$ cat config.mk
export PLATFORM = sky130hd
export DESIGN_NAME = sensor_frontend_config_regs
export DESIGN_NICKNAME = d
export VERILOG_FILES = /design/src/hw/sfcfg_pkg.sv /design/src/hw/sensor_frontend_config_regs.sv /design/src/hw/slope_stepper.sv
export SDC_FILE = /design/constraint.sdc
export NUM_CORES = 1
export LEC_CHECK = 0
export BUFFER_PORTS_ARGS = -buffer_cell sky130_fd_sc_hd__buf_4
export CAP_MARGIN = 20
export CORE_MARGIN = 4
export CORE_UTILIZATION = 63
export DETAILED_ROUTE_END_ITERATION = 8
export PLACE_DENSITY = 0.85
export SYNTH_ARGS = -nofsm -noshare
export SYNTH_HDL_FRONTEND = slang
export SYNTH_SLANG_ARGS = --single-unit
$ cat constraint.sdc
create_clock -name mclk_i -period 9.7 [get_ports mclk_i]
set_clock_uncertainty 0.15 [all_clocks]
set_input_delay 2.425 -clock mclk_i [delete_from_list [all_inputs] [get_ports mclk_i]]
set_output_delay 2.425 -clock mclk_i [all_outputs]
set_load 0.01 [all_outputs]
$ cat src/hw/sfcfg_pkg.sv
// register offsets, field layouts and timing constants for the config bank
package sfcfg_pkg;
	// printed offsets are register indices; byte address = 4 * index
	localparam logic [7:0] IDX_OUTPUT = 8'h0a;
	localparam logic [7:0] IDX_TRIM = 8'h0b;
	localparam logic [7:0] IDX_GTIM = 8'h0c;
	localparam logic [7:0] IDX_GMODE = 8'h0d;
	localparam logic [7:0] IDX_NVCTL = 8'h20;
	localparam logic [7:0] IDX_STAT = 8'h21;
	localparam logic [7:0] IDX_FREQ = 8'h22;
	localparam logic [7:0] IDX_MAG = 8'h23;

	localparam logic [15:0] RST_OUTPUT = 16'h0802;
	localparam logic [15:0] RST_TRIM = 16'h8107;
	localparam logic [15:0] RST_GTIM = 16'h0836;
	localparam logic [15:0] RST_GMODE = 16'h0255;

	// defined-bit masks: only these reach the shadow bank
	localparam logic [15:0] DEF_OUTPUT = 16'h7f7f;
	localparam logic [15:0] DEF_TRIM = 16'hf1f7;
	localparam logic [15:0] DEF_GTIM = 16'h7fff;
	localparam logic [15:0] DEF_GMODE = 16'hff77;

	localparam int NV_WORDS = 4;
	localparam logic [1:0] NV_LAST = 2'h3;

	// field positions
	localparam int F_PROTO_LO = 0;
	localparam int F_ANA_DIAG = 2;
	localparam int F_PWM_DIAG = 3;
	localparam int F_OSR_LO = 12;
	localparam int F_SLOPE_LO = 14;
	localparam int F_LCCAL_LO = 4;
	localparam int F_GAIN_LO = 0;
	localparam int F_EXT_LO = 4;
	localparam int F_SMPL_LO = 9;
	localparam int F_MODE_LO = 12;
	localparam int F_FHI_LO = 10;
	localparam int F_FLO_LO = 8;
	localparam int F_MUL_LO = 4;
	localparam int F_MLL_LO = 0;

	typedef enum logic [1:0] {
		PROTO_ONEWIRE = 2'b00,
		PROTO_PWM = 2'b01,
		PROTO_ANALOG = 2'b10,
		PROTO_SENT = 2'b11
	} proto_e;

	localparam logic [3:0] GAIN_START = 4'h3;
	localparam logic [5:0] INTEG_BASE = 6'h07;
	localparam int SLOPE_STEPS = 5;

	// timing
	localparam int CLK_NS = 100;
	localparam int SLOPE0_NS = 435;
	localparam int SLOPE1_NS = 580;
	localparam int SLOPE0_CYC = (SLOPE0_NS + CLK_NS - 1) / CLK_NS;
	localparam int SLOPE1_CYC = (SLOPE1_NS + CLK_NS - 1) / CLK_NS;
	localparam int FWIN_US = 100;
	localparam int FWIN_CYC = FWIN_US * 1000 / CLK_NS;

	// limits in coil edges per window, 10 kHz units: edges = mhz*100
	localparam logic [15:0] FHI_TAB [4] = '{16'd600, 16'd650, 16'd700, 16'd800};
	localparam logic [15:0] FLO_TAB [4] = '{16'd100, 16'd150, 16'd200, 16'd250};
	localparam logic [6:0] MAG_BASE_PCT = 7'd55;
	localparam logic [6:0] MAG_STEP_PCT = 7'd5;

	typedef struct packed {
		logic [1:0] proto;
		logic diag_level;
		logic [4:0] exc_trim;
		logic [1:0] osr;
		logic [5:0] smpl_cycle;
		logic [1:0] gain_mode;
		logic [5:0] integ_cycles;
	} cfg_out_s;
endpackage : sfcfg_pkg

$ cat src/hw/sensor_frontend_config_regs.sv
// sensor front-end configuration registers with shadow copy and monitors
//
// Implementation choice: the Avalon-MM slave port.
`timescale 1ns/1ns
//
// Behaviour
// - diagnostic alarm drives output to low or high level per select bit
// - two-bit protocol field picks one-wire, PWM, analog or SENT
// - store keeps reserved bits; shadow copy takes only defined bits
// - slope sources switch on in five steps, 435 or 580 ns apart; code rounds up to 5 or 6 clocks (500 or 600 ns)
// - oversampling field gives 4, 8, 16 or 32 samples per channel
// - five-bit excitation trim spans minimum to maximum current
// - gain timing field is zero-indexed sample number
// - gain field is fixed gain when automatic gain off
// - automatic gain starts at stage 3, clamped by gain field
// - gain mode selects integration and gain adaptation
// - integration time is seven plus stretch excitation periods
// - alarm when coil frequency above selected high limit
// - alarm when coil frequency below selected low limit
// - frequency measured over about 100 us before comparing
// - magnitude limits map codes to 55..90 and 20..55 percent
// - automatic gain compares magnitude with upper and lower limits
module sensor_frontend_config_regs #(
	parameter int FWIN_CYCLES = sfcfg_pkg::FWIN_CYC
) (
	// clock and reset
	input wire logic mclk_i,
	input wire logic resetn_i,
	// avalon-mm slave
	input wire logic [9:0] avs_address_i,
	input wire logic avs_read_i,
	input wire logic avs_write_i,
	input wire logic [31:0] avs_writedata_i,
	output logic [31:0] avs_readdata_o,
	output logic avs_waitrequest_o,
	// sensor events and measurements
	input wire logic diag_alarm_i,
	input wire logic pwm_fall_i,
	input wire logic coil_clk_i,
	input wire logic mag_valid_i,
	input wire logic [6:0] mag_pct_i,
	// configuration outputs
	output sfcfg_pkg::cfg_out_s cfg_o,
	output logic diag_out_o,
	output logic [sfcfg_pkg::SLOPE_STEPS-1:0] slope_en_o,
	output logic freq_alarm_o,
	output logic [3:0] gain_stage_o
);
	import sfcfg_pkg::*;

	// non-volatile words keep every bit, reserved ones too
	logic [15:0] nv_r [NV_WORDS];
	logic [15:0] out_r, trim_r, gtim_r, gmode_r;
	logic copy_busy_r;
	logic [1:0] copy_idx_r;
	logic copy_req_r;
	logic [31:0] rdata_nxt;
	logic ack_r;
	logic [7:0] idx;
	logic [15:0] wr16;
	logic [15:0] fcnt_r, fres_r;
	logic [31:0] wcnt_r;
	logic coil_s1_r, coil_s2_r, coil_s3_r;
	logic coil_rise;
	logic fhi_r, flo_r;
	logic fhi_nxt, flo_nxt;
	logic wr_take, rd_load;
	logic auto_on, auto_prev_r;
	logic [3:0] gain_cap;

	function automatic logic [15:0] def_mask(input logic [1:0] i);
		unique case (i)
			2'd0: def_mask = DEF_OUTPUT;
			2'd1: def_mask = DEF_TRIM;
			2'd2: def_mask = DEF_GTIM;
			2'd3: def_mask = DEF_GMODE;
		endcase
	endfunction : def_mask

	function automatic logic [6:0] upper_pct(input logic [2:0] c);
		upper_pct = 7'(MAG_BASE_PCT + MAG_STEP_PCT * 7'(c));
	endfunction : upper_pct

	function automatic logic [6:0] lower_pct(input logic [2:0] c);
		lower_pct = 7'(MAG_BASE_PCT - MAG_STEP_PCT * 7'(3'h7 - c));
	endfunction : lower_pct

	// limits are edge counts that assume the nominal window length
	function automatic logic [15:0] hi_limit(input logic [1:0] code);
		hi_limit = FHI_TAB[code];
	endfunction : hi_limit

	function automatic logic [15:0] lo_limit(input logic [1:0] code);
		lo_limit = FLO_TAB[code];
	endfunction : lo_limit

	assign idx = avs_address_i[9:2];
	assign wr16 = avs_writedata_i[15:0];

	// a write lands on the edge that ends its second cycle;
	// read data is loaded one edge earlier so it stands at that edge
	assign wr_take = avs_write_i & ack_r;
	assign rd_load = avs_read_i & ~ack_r;

	// bus: one wait cycle, answer on the second edge
	always_ff @(posedge mclk_i) begin
		if (!resetn_i)
			ack_r <= 1'b0;
		else
			ack_r <= (avs_read_i | avs_write_i) & ~ack_r;
	end
	assign avs_waitrequest_o = (avs_read_i | avs_write_i) & ~ack_r;

	// nonvolatile store writes
	always_ff @(posedge mclk_i) begin
		if (!resetn_i) begin
			nv_r[0] <= RST_OUTPUT;
			nv_r[1] <= RST_TRIM;
			nv_r[2] <= RST_GTIM;
			nv_r[3] <= RST_GMODE;
		end else if (wr_take) begin
			if (idx >= IDX_OUTPUT && idx <= IDX_GMODE)
				nv_r[2'(idx - IDX_OUTPUT)] <= wr16;
		end
	end

	// copy request: reset start, or write of bit 0 of nv control
	always_ff @(posedge mclk_i) begin
		if (!resetn_i)
			copy_req_r <= 1'b1;
		else if (wr_take && idx == IDX_NVCTL && wr16[0])
			copy_req_r <= 1'b1;
		else if (copy_busy_r && copy_idx_r == NV_LAST)
			copy_req_r <= 1'b0;
	end

	// copy sequencer, one word per clock
	always_ff @(posedge mclk_i) begin
		if (!resetn_i) begin
			copy_busy_r <= 1'b0;
			copy_idx_r <= 2'h0;
		end else if (!copy_busy_r) begin
			copy_busy_r <= copy_req_r;
			copy_idx_r <= 2'h0;
		end else begin
			copy_idx_r <= copy_idx_r + 2'h1;
			if (copy_idx_r == NV_LAST)
				copy_busy_r <= 1'b0;
		end
	end

	// shadow bank: printed defaults until the copy lands
	always_ff @(posedge mclk_i) begin
		if (!resetn_i) begin
			out_r <= RST_OUTPUT & DEF_OUTPUT;
			trim_r <= RST_TRIM & DEF_TRIM;
			gtim_r <= RST_GTIM & DEF_GTIM;
			gmode_r <= RST_GMODE & DEF_GMODE;
		end else if (copy_busy_r) begin
			unique case (copy_idx_r)
				2'd0: out_r <= nv_r[0] & def_mask(2'd0);
				2'd1: trim_r <= nv_r[1] & def_mask(2'd1);
				2'd2: gtim_r <= nv_r[2] & def_mask(2'd2);
				2'd3: gmode_r <= nv_r[3] & def_mask(2'd3);
			endcase
		end
	end

	// read mux; shadow reads show masked values
	always_comb begin
		rdata_nxt = 32'h0;
		unique case (idx)
			IDX_OUTPUT: rdata_nxt[15:0] = out_r;
			IDX_TRIM: rdata_nxt[15:0] = trim_r;
			IDX_GTIM: rdata_nxt[15:0] = gtim_r;
			IDX_GMODE: rdata_nxt[15:0] = gmode_r;
			IDX_NVCTL: rdata_nxt[0] = copy_busy_r | copy_req_r;
			IDX_STAT: rdata_nxt[5:0] = {gain_stage_o, flo_r, fhi_r};
			IDX_FREQ: rdata_nxt[15:0] = fres_r;
			IDX_MAG: rdata_nxt[13:0] = {upper_pct(gmode_r[F_MUL_LO +: 3]),
				lower_pct(gmode_r[F_MLL_LO +: 3])};
			default: rdata_nxt = 32'h0;
		endcase
	end

	always_ff @(posedge mclk_i) begin
		if (!resetn_i)
			avs_readdata_o <= 32'h0;
		else if (rd_load)
			avs_readdata_o <= rdata_nxt;
	end

	// decoded configuration, one cycle behind the shadow bank
	always_ff @(posedge mclk_i) begin
		if (!resetn_i) begin
			cfg_o <= '0;
		end else begin
			cfg_o.proto <= out_r[F_PROTO_LO +: 2];
			cfg_o.diag_level <= (out_r[F_PROTO_LO +: 2] == PROTO_PWM) ?
				out_r[F_PWM_DIAG] : out_r[F_ANA_DIAG];
			cfg_o.exc_trim <= trim_r[F_LCCAL_LO +: 5];
			cfg_o.osr <= trim_r[F_OSR_LO +: 2];
			cfg_o.smpl_cycle <= gtim_r[F_SMPL_LO +: 6];
			cfg_o.gain_mode <= gmode_r[F_MODE_LO +: 2];
			cfg_o.integ_cycles <= INTEG_BASE + 6'(gtim_r[F_EXT_LO +: 5]);
		end
	end

	// alarm level follows the select bit of the active protocol
	always_ff @(posedge mclk_i) begin
		if (!resetn_i)
			diag_out_o <= 1'b0;
		else
			diag_out_o <= diag_alarm_i & cfg_o.diag_level;
	end

	slope_stepper u_slope (
		.mclk_i(mclk_i),
		.resetn_i(resetn_i),
		.start_i(pwm_fall_i),
		.slope_time_i(trim_r[F_SLOPE_LO +: 2]),
		.src_en_o(slope_en_o)
	);

	// coil clock synchroniser and edge count
	always_ff @(posedge mclk_i) begin
		if (!resetn_i) begin
			coil_s1_r <= 1'b0;
			coil_s2_r <= 1'b0;
			coil_s3_r <= 1'b0;
		end else begin
			coil_s1_r <= coil_clk_i;
			coil_s2_r <= coil_s1_r;
			coil_s3_r <= coil_s2_r;
		end
	end

	// third stage only delays the synchronised level for edge finding
	assign coil_rise = coil_s2_r & ~coil_s3_r;
	assign fhi_nxt = fcnt_r > hi_limit(gmode_r[F_FHI_LO +: 2]);
	assign flo_nxt = fcnt_r < lo_limit(gmode_r[F_FLO_LO +: 2]);

	// limits scaled: edges per window at 10 kHz resolution
	always_ff @(posedge mclk_i) begin
		if (!resetn_i) begin
			wcnt_r <= 32'h0;
			fcnt_r <= 16'h0;
			fres_r <= 16'h0;
			fhi_r <= 1'b0;
			flo_r <= 1'b0;
			freq_alarm_o <= 1'b0;
		end else if (wcnt_r == 32'(FWIN_CYCLES - 1)) begin
			wcnt_r <= 32'h0;
			fcnt_r <= 16'h0;
			fres_r <= fcnt_r;
			fhi_r <= fhi_nxt;
			flo_r <= flo_nxt;
			freq_alarm_o <= fhi_nxt | flo_nxt;
		end else begin
			wcnt_r <= wcnt_r + 32'h1;
			// saturate so a runaway coil cannot wrap into range
			if (coil_rise && fcnt_r != 16'hffff)
				fcnt_r <= fcnt_r + 16'h1;
		end
	end

	// gain field: fixed stage when off, ceiling when regulating
	assign auto_on = gmode_r[F_MODE_LO + 1];
	assign gain_cap = gtim_r[F_GAIN_LO +: 4];

	// remember the mode so that entering automatic gain restarts it
	always_ff @(posedge mclk_i) begin
		if (!resetn_i)
			auto_prev_r <= 1'b0;
		else
			auto_prev_r <= auto_on;
	end

	// gain regulator
	always_ff @(posedge mclk_i) begin
		if (!resetn_i) begin
			gain_stage_o <= GAIN_START;
		end else if (!auto_on) begin
			gain_stage_o <= gain_cap;
		end else if (!auto_prev_r) begin
			// start stage still obeys a lower ceiling
			gain_stage_o <= (gain_cap < GAIN_START) ? gain_cap : GAIN_START;
		end else if (gain_stage_o > gain_cap) begin
			gain_stage_o <= gain_cap;
		end else if (mag_valid_i) begin
			if (mag_pct_i > upper_pct(gmode_r[F_MUL_LO +: 3]) &&
				gain_stage_o != 4'h0)
				gain_stage_o <= gain_stage_o - 4'h1;
			else if (mag_pct_i < lower_pct(gmode_r[F_MLL_LO +: 3]) &&
				gain_stage_o < gain_cap)
				gain_stage_o <= gain_stage_o + 4'h1;
		end
	end
endmodule : sensor_frontend_config_regs

$ cat src/hw/slope_stepper.sv
// pwm falling-edge slope current sequencer
`timescale 1ns/1ns
module slope_stepper (
	// clock and reset
	input wire logic mclk_i,
	input wire logic resetn_i,
	// control
	input wire logic start_i,
	input wire logic [1:0] slope_time_i,
	// current source enables
	output logic [sfcfg_pkg::SLOPE_STEPS-1:0] src_en_o
);
	import sfcfg_pkg::*;
	logic [3:0] tick_r;
	logic [3:0] step_r;
	logic [3:0] ival;

	// only codes 0b00/0b01 have a printed interval; others use the longer
	assign ival = (slope_time_i == 2'b00) ? 4'(SLOPE0_CYC) : 4'(SLOPE1_CYC);

	always_ff @(posedge mclk_i) begin
		if (!resetn_i) begin
			tick_r <= 4'h0;
			step_r <= 4'h0;
			src_en_o <= '0;
		end else if (start_i) begin
			tick_r <= 4'h1;
			step_r <= 4'h1;
			src_en_o <= SLOPE_STEPS'(1);
		end else if (step_r != 4'h0 && step_r < 4'(SLOPE_STEPS)) begin
			if (tick_r >= ival) begin
				tick_r <= 4'h1;
				step_r <= step_r + 4'h1;
				src_en_o <= {src_en_o[SLOPE_STEPS-2:0], 1'b1};
			end else begin
				tick_r <= tick_r + 4'h1;
			end
		end
	end
endmodule : slope_stepper

==> out/metrics.yaml <==
critical_path:
  start_kind: "input port"
  reg2reg_to: "gain_stage_o[3]"
  r2r_cells: 17
  crit_type: "input port to primary output"
  r2r-start: "gmode_r[5]"
  critPathLaunch: "avs_write_i"
  critical_path_required_ns: 7.13
  critical_path.max_fanout: 2
  regToRegSetupSlack_ns: 5.25
  worstPathCellList: "buf_4 -> nor2_1 -> nor2_1 -> buf_4"
  endpoint: "avs_waitrequest_o"
  cp_slowest_cell: "buf_4"
  end_kind: "primary output"
  crit_arrival_ns: 2.87
  critPathMaxStageDelay_ns: 0.14
sta:
  fmax_mhz: 184
  slew_headroom_pct: 40.8
  finalMaxSlewViolations: 0
  max_slew.worst_pin.slew_ns: 0.888
  hold_violations: 0
  rsz0062_at_grt: "no"
  finalCritPeriodShare_pct: 56.1
  fin_tns_setup_ns: 0
  setup_viol: 0
  fin_crit_ns: 5.44
global_route:
  grt_overflow: 0
  grt_pass1_wl_um: 46400
  antenna_found_initial: 0
  track_usage_pct: 28.4
  grt_max_degree: 51
  grt_pass1_vias: 8864
drt:
  vias: 9241
  vias_per_cell: 6.06
  routedWlPerCell_um: 19.1
  firstDrtPassIters: 7
  ant_nets: 0
  drt_iter0_markers: 1138
  wl_um: 29100
  drc_errors: 0
run:
  cap_violations: 0
yosys:
  avgSynthCellArea_um2: 9.48
  synthArstFlopShare_pct: 0
  synth_fa_ha_area_share_pct: 7.69
  synth_compound_area_share_pct: 13.5
  synthesis.area_um2: 11500
  ys_seq_elements: 243
  yosys.area_share.simple_pct: 22.0
  synth-xor-area-share_pct: 3.75
  ys_types: 78
  synth_seq_area_share_pct: 47.3
  synth_edf_count: 55
  postSynthCellCount: 1208
  synthFlopType: "dfxtp_1"
  synth_top_family_by_area: "simple AND/OR/NAND/NOR gates"
  synthMuxAreaShare_pct: 0.623
  ys_warn_count: 0
layout:
  fillers: 1328
  diodes: 0
  drive_gt1_share_pct: 12.5
  layout_common_cells: "dfxtp_1 (188), nand2_1 (171), nor2_1 (99), buf_4 (97), a21oi_1 (76)"
  fin_nets: 1405
  final_common_cell: "dfxtp_1"
  syn_to_final_growth_pct: 12.7
  layout.cells.non_filler: 1526
floorplan:
  core_um2: 17900
  die_height_um: 143
  io_pins: 125
  dieArea_um2: 20400
  die_w_um: 143
  rows: 49
  initial_core_util_pct: 64.0
worst_hold_path:
  hold_depth: 1
  hp-class: "register to register"
power_and_ir_drop:
  p_leak_uw: 0.00525
  worst_ir_drop_vdd_v: 0.000128
  finalPower_uw: 2090
  power_density_nw_per_um2: 162
clocking:
  hold_buffers: 0
  cts-resized-gates: 0
  cts.sinks: 243
  cts_buffers: 25
  clock_latency_ns: 0.53
  cts_tree: "yes"
  htree_levels: 1
  path_clk_slew_ns: 0.05
  post_cts_buffers: 0
  clockRootBuffer: "clkbuf_16"
  clk_path_buf_depth: 3
placement:
  dpl.hpwl_um: 20800
  io_buffer_count: 90
  placed_cells_incl_taps: 1482
  gp_congestion: 0.920
status:
  status: "finished, final reports clean"
==> cells by family after synthesis <==
group	Yosys count
adders and majority gates	68
other	1
AOI/OAI and AO/OA	230
xor gates and xnor gates	49
muxes	7
DFF	243
buffers and inverters	123
and+or+nand+nor	487
==> per-stage QoR <==
step	setup slack [ns]	hold slack (ns)	cell area [µm²]	utilization, %
finish	4.26	0.285	12900	72.1
global route	4.21	0.311	12900	72.1
CTS	4.25	0.292	12900	72.1
detailed placement	4.00	0.275	12100	67.9
global placement	4.05	0.266	12100	67.9
floorplan	4.51	0.262	11500	-
==> critical path: cells and delay by family <==
| kind | cells | cell delay (ns) |
|---|---|---|
| buf+inv | 2 | 0.25 |
| simple gates | 2 | 0.19 |
==> where the power goes <==
group	switching, µW	internal (µW)
clock	388	512
sequential	15.4	1050
combinational	80.9	44.7
total	484	1610
==> synth_stat cells (all sizes together) (7+ instances only) <==
cell type  count  area, µm²
nand2        172        653
buf           42        283
a21oi         77        389
nand4         19        125
o211ai        15        113
edfxtp        55       1650
nor3          15        114
or3           13       86.3
dfxtp        188       3760
nor4          14        178
xnor2         20        175
nor2b          7       43.8
nor2         100        383
nand3         30        163
a22o          19        166
o21ai         36        184
and2          42        263
xor2          29        254
and3          29        181
a21o          11       82.6
nand2b        32        203
a22oi         16        120
clkbuf        25       93.8
inv           56        210
ha            64        801
==> sequential cells by signal (all words and copies together) (netlist names), 2 cells and up <==
| signal | count |
|---|---|
| out_r | 14 |
| avs_readdata_o | 16 |
| u_slope.step_r | 4 |
| gmode_r | 14 |
| trim_r | 12 |
| copy_idx_r | 2 |
| nv_r | 55 |
| cfg_o | 24 |
| gtim_r | 15 |
| wcnt_r | 32 |
| fcnt_r | 16 |
| gain_stage_o | 4 |
| u_slope.src_en_o | 5 |
| u_slope.tick_r | 4 |
| fres_r | 16 |
==> per-layer routing <==
metal | up-vias | GRT usage, % | share of wire, %
met5 | - | 0 | 0
met4 | 0 | 11.2 | 4.3
met3 | 93 | 4.79 | 10
met2 | 486 | 45.4 | 45
met1 | 4321 | 38.7 | 40
li1 | 4341 | - | -
==> how the worst min path moves through the flow <==
| stage | startpoint | endpoint |
|---|---|---|
| floorplan | coil_s1_r | coil_s2_r |
| global placement | coil_s1_r | coil_s2_r |
| detailed placement | coil_s1_r | coil_s2_r |
| CTS | coil_s1_r | coil_s2_r |
| global route | gtim_r[4] | cfg_o[0] |
| finish | coil_s1_r | coil_s2_r |
==> cell type report <==
class,count,area [µm²],share of cell area (%)
Inverter,56,210,1.63
Multi-Input combinational cell,857,5510,42.7
Clock inverter,9,51.3,0.397
Clock buffer,35,713,5.52
Timing Repair Buffer,97,728,5.64
Tap cell,229,287,2.22
Sequential cell,243,5420,41.9
Power figures use the tool's default switching activity.
